File: config.mk
export PLATFORM = sky130hd
export DESIGN_NAME = rxe_error_ctrl
export DESIGN_NICKNAME = d
export VERILOG_FILES = /design/src/pkg/rxe_pkg.sv /design/src/rxe_wait_timer.sv /design/src/rxe_error_ctrl.sv
export SDC_FILE = /design/constraint.sdc
export NUM_CORES = 1
export LEC_CHECK = 0
export BUFFER_PORTS_ARGS = -buffer_cell sky130_fd_sc_hd__buf_4
export CAP_MARGIN = 20
export CORE_ASPECT_RATIO = 1.25
export CORE_MARGIN = 8
export CORE_UTILIZATION = 30
export CTS_BUF_LIST = sky130_fd_sc_hd__clkbuf_8
export CTS_CLUSTER_SIZE = 14
export DETAILED_ROUTE_END_ITERATION = 10
export PLACE_DENSITY = 0.56
export RECOVER_POWER = 50
export SYNTH_ARGS = -nofsm -noshare
export SYNTH_HDL_FRONTEND = slang
export SYNTH_SLANG_ARGS = --single-unit
File: constraint.sdc
create_clock -name sys_clk_in -period 2.4 [get_ports sys_clk_in]
set_input_delay 0.12 -clock sys_clk_in [delete_from_list [all_inputs] [get_ports sys_clk_in]]
set_output_delay 0.12 -clock sys_clk_in [all_outputs]
set_load 0.01 [all_outputs]
File: src/pkg/rxe_pkg.sv
// Package: constants and carrier types for the receive error flag control
package rxe_pkg;
    // ------------------------------------------------------------------
    // Command framing
    // ------------------------------------------------------------------
    localparam logic [3:0] RXE_CMD_ADDR = 4'h9;
    localparam int RXE_CMD_ADDR_LSB = 4;
    // ------------------------------------------------------------------
    // Upper data byte field positions
    // ------------------------------------------------------------------
    localparam int RXE_POS_SRC_SEL = 0;
    localparam int RXE_POS_PARITY = 1;
    localparam int RXE_POS_SWITCH_WAIT = 2;
    localparam int RXE_POS_STATUS_RST = 4;
    localparam int RXE_POS_RATE_MASK = 5;
    localparam int RXE_POS_RELEASE_WAIT = 6;
    localparam logic [7:0] RXE_CFG_RESET = 8'h00;
    // ------------------------------------------------------------------
    // Timing: clock 20 MHz, waits in ns, all wait cycle counts round down
    // ------------------------------------------------------------------
    localparam int RXE_CLK_NS = 50;
    localparam int RXE_WAIT_200US_NS = 200000;
    localparam int RXE_WAIT_100US_NS = 100000;
    localparam int RXE_WAIT_50US_NS = 50000;
    localparam int RXE_WAIT_200US_CYC = RXE_WAIT_200US_NS / RXE_CLK_NS;
    localparam int RXE_WAIT_100US_CYC = RXE_WAIT_100US_NS / RXE_CLK_NS;
    localparam int RXE_WAIT_50US_CYC = RXE_WAIT_50US_NS / RXE_CLK_NS;
    // Preamble B counts per release wait code
    localparam int RXE_REL_CNT_00 = 3;
    localparam int RXE_REL_CNT_01 = 24;
    localparam int RXE_REL_CNT_10 = 12;
    localparam int RXE_REL_CNT_11 = 6;
    // ------------------------------------------------------------------
    // Carrier types
    // ------------------------------------------------------------------
    typedef struct packed {
        logic [1:0] error_release_wait;
        logic rate_change_error_mask;
        logic status_reset_select;
        logic [1:0] clock_switch_wait;
        logic parity_report_mode;
        logic error_source_select;
    } rxe_cfg_t;
    typedef struct packed {
        logic loop_locked;
        logic data_error;
        logic non_pcm;
        logic rate_changed;
        logic rate_from_meas;
        logic osc_stopped;
        logic preamble_b;
    } rxe_stat_t;
endpackage

File: src/rxe_wait_timer.sv
// Clock switch wait timer started by loss of loop lock
`timescale 1ns/1ps
module rxe_wait_timer
    import rxe_pkg::*;
#(
    parameter int WAIT_200 = RXE_WAIT_200US_CYC,
    parameter int WAIT_100 = RXE_WAIT_100US_CYC,
    parameter int WAIT_50 = RXE_WAIT_50US_CYC
) (
    input wire logic sys_clk_in,
    input wire logic sys_rst_in,
    input wire logic unlocked_in,
    input wire logic [1:0] code_in,
    output logic switch_out
);
    localparam int CW = $clog2(WAIT_200 + 1);
    logic [CW-1:0] cnt_r;
    logic [CW-1:0] limit;

    // Counter is sized from the longest wait, so order matters
    if (WAIT_200 < WAIT_100 || WAIT_100 < WAIT_50 || WAIT_50 < 1) begin
        $error("rxe_wait_timer: wait counts out of order");
    end

    always_comb begin
        unique case (code_in)
            2'b00: limit = CW'(WAIT_200);
            2'b01: limit = CW'(WAIT_100);
            2'b10: limit = CW'(WAIT_50);
            2'b11: limit = '0;
        endcase
    end

    always_ff @(posedge sys_clk_in or posedge sys_rst_in) begin
        if (sys_rst_in) begin
            cnt_r <= '0;
        end else if (!unlocked_in) begin
            cnt_r <= '0;
        end else if (cnt_r < limit) begin
            cnt_r <= cnt_r + 1'b1;
        end
    end

    // Code 11 gives limit zero, so switch follows unlock at once
    assign switch_out = unlocked_in && (cnt_r >= limit); // RL3 RL4
endmodule

File: src/rxe_error_ctrl.sv
// Receive error flag control with serial configuration command
`timescale 1ns/1ps
// Functional notes
// [RL1] Source select 0: flag only for lock loss or data error; the code also raises it for unmasked rate changes.
// [RL2] Source select 1: non-PCM data also raises the flag.
// [RL3] Oscillator switch waits about 200, 100, 50 us for codes 00/01/10.
// [RL4] Switch wait code 11: switch to oscillator at once on unlock.
// [RL5] Rate mask 0: a sampling rate change raises the flag.
// [RL6] Rate mask 1: rate changes do not touch the flag.
// [RL7] After lock, hold flag for 3 (code 00) or 24 (01) preambles.
// [RL8] Release after 12 preambles for code 10, 6 for code 11.
// [RL9] Settings selected by command address 9 in low byte upper nibble.
// [RL10] Mute audio when non-PCM data raises the flag.
// [RL11] Audio output starts only after the flag is released.
// [RL12] Oscillator stopped: use only channel-status rate information.
// [RL13] Upper byte: release wait, mask, status reset, switch wait, parity, src.
// [RL14] Lock loss raises the flag immediately.
module rxe_error_ctrl
    import rxe_pkg::*;
#(
    parameter int WAIT_200 = RXE_WAIT_200US_CYC,
    parameter int WAIT_100 = RXE_WAIT_100US_CYC,
    parameter int WAIT_50 = RXE_WAIT_50US_CYC
) (
    input wire logic sys_clk_in,
    input wire logic sys_rst_in,
    input wire logic cmd_valid_in,
    input wire logic [15:0] cmd_word_in,
    input wire rxe_stat_t stat_in,
    output logic receive_error_flag_out,
    output logic audio_enable_out,
    output logic audio_mute_out,
    output logic osc_select_out,
    output logic parity_report_mode_out,
    output logic status_reset_select_out
);
    // ------------------------------------------------------------------
    // Configuration register
    // ------------------------------------------------------------------
    rxe_cfg_t cfg_r;
    logic [4:0] rel_cnt_r;
    logic [4:0] rel_target;
    logic holding_r;
    logic cond_err;
    logic rate_err;
    logic pcm_err;
    logic switch_now;
    logic cmd_hit;
    logic rel_last;
    logic [4:0] rel_cnt_nxt;
    logic flag_nxt;

    // ------------------------------------------------------------------
    // Parameter checks
    // ------------------------------------------------------------------
    // Timer counter is sized from the longest wait, so order matters
    if (WAIT_200 < WAIT_100 || WAIT_100 < WAIT_50 || WAIT_50 < 1) begin
        $error("rxe_error_ctrl: wait counts out of order");
    end
    // Release counter is five bits wide
    if (RXE_REL_CNT_00 < 1 || RXE_REL_CNT_01 > 31 ||
        RXE_REL_CNT_10 > 31 || RXE_REL_CNT_11 > 31) begin
        $error("rxe_error_ctrl: release count out of range");
    end

    // ------------------------------------------------------------------
    // Command decode
    // ------------------------------------------------------------------
    // Words for other setting groups pass by untouched
    always_comb begin
        cmd_hit = cmd_valid_in &&
                  cmd_word_in[RXE_CMD_ADDR_LSB +: 4] == RXE_CMD_ADDR; // RL9
    end

    always_ff @(posedge sys_clk_in or posedge sys_rst_in) begin
        if (sys_rst_in) begin
            cfg_r <= rxe_cfg_t'(RXE_CFG_RESET);
        end else if (cmd_hit) begin
            cfg_r <= rxe_cfg_t'(cmd_word_in[15:8]); // RL9 RL13
        end
    end

    // ------------------------------------------------------------------
    // Error conditions
    // ------------------------------------------------------------------
    // Measured rate is meaningless with the oscillator stopped
    always_comb begin
        rate_err = stat_in.rate_changed &&
                   !(stat_in.osc_stopped && stat_in.rate_from_meas) && // RL12
                   !cfg_r.rate_change_error_mask; // RL5 RL6
    end

    always_comb begin
        pcm_err = cfg_r.error_source_select && stat_in.non_pcm; // RL1 RL2
    end

    always_comb begin
        cond_err = !stat_in.loop_locked || stat_in.data_error ||
                   pcm_err || rate_err; // RL14
    end

    // ------------------------------------------------------------------
    // Release target
    // ------------------------------------------------------------------
    always_comb begin
        unique case (cfg_r.error_release_wait)
            2'b00: rel_target = 5'(RXE_REL_CNT_00); // RL7
            2'b01: rel_target = 5'(RXE_REL_CNT_01); // RL7
            2'b10: rel_target = 5'(RXE_REL_CNT_10); // RL8
            2'b11: rel_target = 5'(RXE_REL_CNT_11); // RL8
        endcase
    end

    // ------------------------------------------------------------------
    // Release counting of block-start preambles after lock
    // ------------------------------------------------------------------
    always_comb begin
        rel_cnt_nxt = rel_cnt_r + 5'd1;
        rel_last = holding_r && stat_in.preamble_b &&
                   (rel_cnt_nxt >= rel_target);
    end

    always_ff @(posedge sys_clk_in or posedge sys_rst_in) begin
        if (sys_rst_in) begin
            rel_cnt_r <= '0;
        end else if (!stat_in.loop_locked) begin
            rel_cnt_r <= '0;
        end else if (holding_r && stat_in.preamble_b) begin
            rel_cnt_r <= rel_cnt_nxt;
        end
    end

    // Relock alone never clears the hold; preambles must be counted
    always_ff @(posedge sys_clk_in or posedge sys_rst_in) begin
        if (sys_rst_in) begin
            holding_r <= 1'b1;
        end else if (!stat_in.loop_locked) begin
            holding_r <= 1'b1; // RL14
        end else if (rel_last) begin
            holding_r <= 1'b0; // RL7 RL8
        end
    end

    // ------------------------------------------------------------------
    // Flag and audio outputs
    // ------------------------------------------------------------------
    // Lock loss bypasses the hold counter
    always_comb begin
        flag_nxt = cond_err || holding_r; // RL14
    end

    always_ff @(posedge sys_clk_in or posedge sys_rst_in) begin
        if (sys_rst_in) begin
            receive_error_flag_out <= 1'b1;
        end else begin
            receive_error_flag_out <= flag_nxt; // RL14
        end
    end

    // Held audio drops the first samples; a short release wait keeps more
    always_ff @(posedge sys_clk_in or posedge sys_rst_in) begin
        if (sys_rst_in) begin
            audio_enable_out <= 1'b0;
        end else begin
            audio_enable_out <= !flag_nxt; // RL11
        end
    end

    always_ff @(posedge sys_clk_in or posedge sys_rst_in) begin
        if (sys_rst_in) begin
            audio_mute_out <= 1'b1;
        end else begin
            audio_mute_out <= pcm_err || flag_nxt; // RL10
        end
    end

    // ------------------------------------------------------------------
    // Oscillator switch timer
    // ------------------------------------------------------------------
    rxe_wait_timer #(
        .WAIT_200(WAIT_200),
        .WAIT_100(WAIT_100),
        .WAIT_50(WAIT_50)
    ) u_timer (
        .sys_clk_in(sys_clk_in),
        .sys_rst_in(sys_rst_in),
        .unlocked_in(!stat_in.loop_locked),
        .code_in(cfg_r.clock_switch_wait),
        .switch_out(switch_now)
    );

    always_ff @(posedge sys_clk_in or posedge sys_rst_in) begin
        if (sys_rst_in) begin
            osc_select_out <= 1'b0;
        end else begin
            osc_select_out <= switch_now; // RL3 RL4
        end
    end

    // ------------------------------------------------------------------
    // Configuration copies
    // ------------------------------------------------------------------
    // Bits are only carried to pins; their own logic lives elsewhere
    always_ff @(posedge sys_clk_in or posedge sys_rst_in) begin
        if (sys_rst_in) begin
            parity_report_mode_out <= 1'b0;
        end else begin
            parity_report_mode_out <= cfg_r.parity_report_mode; // RL13
        end
    end

    always_ff @(posedge sys_clk_in or posedge sys_rst_in) begin
        if (sys_rst_in) begin
            status_reset_select_out <= 1'b0;
        end else begin
            status_reset_select_out <= cfg_r.status_reset_select; // RL13
        end
    end
endmodule

==> flow_summary.toml <==
[run_status]
status = "completed"

[cells_and_area]
syn_to_final_growth_pct = 41.8
finalNetCount = 293
stdcell_area_mm2 = 0.00267
postLayoutCoreUtil = 0.435
instances_no_fill = 328
antenna_cells = 0
drive_above_1_share = 0.374

[clock_network]
ctsLongestPathBuffers = 2
root_buffer = "clkbuf_8"
clk_pin_slew_worst_paths_ns = 0.07
cts_buffers = 5
tritoncts = "done"
htreeDepth = 2
clock_latency_ns = 0.28
cts.sinks = 32

[sta]
hold_ws_ns = 0.0374
fin_crit_sh = 0.985
slew_viol_final = 0
setup_viol = 0
max_freq_mhz = 423
tightest_slew_ns = 0.788
finClkSkew_ns = 0.00605
period_minus_slack_ns = 2.36
rsz0062_at_grt = "true"
final_hold_viol_count = 0
relSlewSlack = 0.475

[synth]
synth.most_common_cell = "dfrtp_1"
synth.top_cells.by_area = "dfrtp_1, ha_1, dfstp_2, a21oi_1, o21ai_0"
seq_area_frac_synth = 0.428
synthArstFlopShare = 1.00
syn_inst = 190
synth_top_cell_area_share = 0.386
synth.avg_cell_area_um2 = 9.90
yosys.area.top_type = "dfrtp_1"
yosys_register_bits = 32
synth.net_count = 241
yosysUniqueCellTypes = 35
yosys_warnings = 0
syn_area_mm2 = 0.00188
ys.flop_type = "dfrtp_1"
ys_top_cells_by_count = "dfrtp_1, ha_1, inv_1, nand2_1, a21oi_1"
synth_edf_count = 0

[min_path]
whs_endpoint = "cfg_r[7]$_DFFE_PP0P_"
hold_class = "input pin to flip-flop"
hold_start = "cmd_word_in[15]"
min_path_cells = 3

[floorplanning]
start_util = 0.307
die_h_um = 105
coreArea_mm2 = 0.00613
dieWidth_um = 86.8
rows = 32
io_pins = 32
dieArea_mm2 = 0.00907

[placement]
dpl.hpwl_mm = 2.91
dp.cells = 310
numPortBuffers = 27
dpl_cell_area_mm2 = 0.00226
gp_congestion = 0.743

[flow_run]
max_cap_viol_count = 0

[setup_path]
critical_path_class = "flip-flop to flip-flop"
worst-r2r-cell-count = 11
critPathCaptureType = "flip-flop"
cp.arrival_ns = 2.58
ff2ff_setup_slack_ns = 0.04
crit_path_start_kind = "flip-flop"
path_max_fanout = 6
timing.rr.start = "cfg_r[3]$_DFFE_PP0P_"
required_ns = 2.61
r2r_end = "u_timer.cnt_r[7]$_DFFE_PP0P_"

[routing]
drt-wirelength-per-cell_um = 12.5
via_per_inst = 4.68
routed_wl_mm = 4.09
drt_first_pass_iters = 4
first_iter_violations = 81
drc = 0
drtAntennaViolNets = 0
vias = 1535

[grt]
grt_pass1_wl_mm = 6.76
grt_max_degree = 33
grt_pass1_vias = 1537
antenna_found_initial = 0
grt_usage = 0.0912
overflow = 0

[power_and_ir_drop]
leakage_nw = 1.18
cellPowerDensity_mw_per_mm2 = 611
ir_worst_vdd_uv = 404
-- state kept, by name, summed over array words and instances (netlist names) --
| register | flops |
|---|---|
| rel_cnt_r | 5 |
| parity_report_mode_out | 1 |
| holding_r | 1 |
| audio_enable_out | 1 |
| osc_select_out | 1 |
| audio_mute_out | 1 |
| u_timer.cnt_r | 12 |
| status_reset_select_out | 1 |
| cfg_r | 8 |
| receive_error_flag_out | 1 |
-- area by class of cell --
| class | instances | area [um2] |
|---|---|---|
| flip-flops and latches | 32 | 807 |
| clock buffers | 5 | 68.8 |
| clock inverters | 3 | 42.5 |
| fillers | 583 | 3460 |
| repair buffers | 49 | 375 |
| multi-input cells | 137 | 1200 |
| well taps | 85 | 106 |
| inverters | 17 | 66.3 |
-- layer usage --
layer,global-route usage,up-vias,part of all wire
li1,-,784,-
met1,0.109,730,0.44
met2,0.147,15,0.52
met3,0.0277,6,0.029
met4,0.0370,0,0.015
met5,0,-,0
-- critical path: stages (launching register included) --
cell	delay (ns)
dfrtp_2	0.46
inv_2	0.10
buf_6	0.10
ha_4	0.12
inv_2	0.04
ha_4	0.22
nand4_1	0.14
nor3_4	0.08
a211o_4	0.35
buf_6	0.13
or4_4	0.41
a21oi_2	0.15
-- worst max-delay path by stage --
| stage | cells after the start | slack, ns | to | startpoint |
|---|---|---|---|---|
| CTS | 9 | -0.03 | u_timer.cnt_r[10]$_DFFE_PP0P_ | cfg_r[3]$_DFFE_PP0P_ |
| detailed placement | 7 | -0.10 | u_timer.cnt_r[11]$_DFFE_PP0P_ | cfg_r[3]$_DFFE_PP0P_ |
| global route | 11 | -0.03 | u_timer.cnt_r[7]$_DFFE_PP0P_ | cfg_r[3]$_DFFE_PP0P_ |
| global placement | 7 | -0.06 | u_timer.cnt_r[11]$_DFFE_PP0P_ | cfg_r[3]$_DFFE_PP0P_ |
| finish | 11 | 0.04 | u_timer.cnt_r[7]$_DFFE_PP0P_ | cfg_r[3]$_DFFE_PP0P_ |
| floorplan | 7 | 0.05 | u_timer.cnt_r[11]$_DFFE_PP0P_ | cfg_r[3]$_DFFE_PP0P_ |
-- timing repair --
action                     CTS  global route
hold buffers                 1             0
setup endpoints to repair    7            10
pin swaps                    5            13
gates resized for setup      3            37
hold endpoints to repair    29             0
setup buffers                2             7
-- placed cells by master (no fill, tap or decap), drive strengths merged, types with 3 or more instances in the layout --
master	Yosys	layout
a211oi	3	3
a21boi	3	3
a21o	3	3
a21oi	14	14
buf	1	44
clkbuf	3	9
dfrtp	29	29
dfstp	3	3
ha	25	25
inv	17	17
mux2	5	5
nand2	17	17
nand3	9	9
nand4	4	4
nor2	5	5
o21ai	13	13
o31ai	3	3
or3	7	7
or4	3	3
xnor2	5	5
-- power breakdown --
| group | internal [mW] | switching (mW) |
|---|---|---|
| clock network | 0.307 | 0.205 |
| logic | 0.250 | 0.214 |
| registers | 0.603 | 0.0497 |
-- stage by stage --
step | setup TNS, ns | setup slack (ns) | power [mW]
2_1_floorplan | 0 | 0.0500 | 0.880
3_3_place_gp | -0.104 | -0.0569 | 1.00
3_5_place_dp | -0.326 | -0.101 | 1.01
4_1_cts | -0.0660 | -0.0262 | 1.54
5_1_grt | -0.0607 | -0.0312 | 1.75
6_report | 0 | 0.0360 | 1.63
-- cells by family after synthesis --
family                     count (synthesis)  synth area share
AOI/OAI and AO/OA                         44             0.145
xor gates and xnor gates                   6            0.0279
adders and majority gates                 25             0.166
buffers and inverters                     21            0.0426
DFF                                       32             0.428
muxes                                      5            0.0299
and+or+nand+nor                           57             0.160
Note: power is estimated with default switching activity, not from simulation.
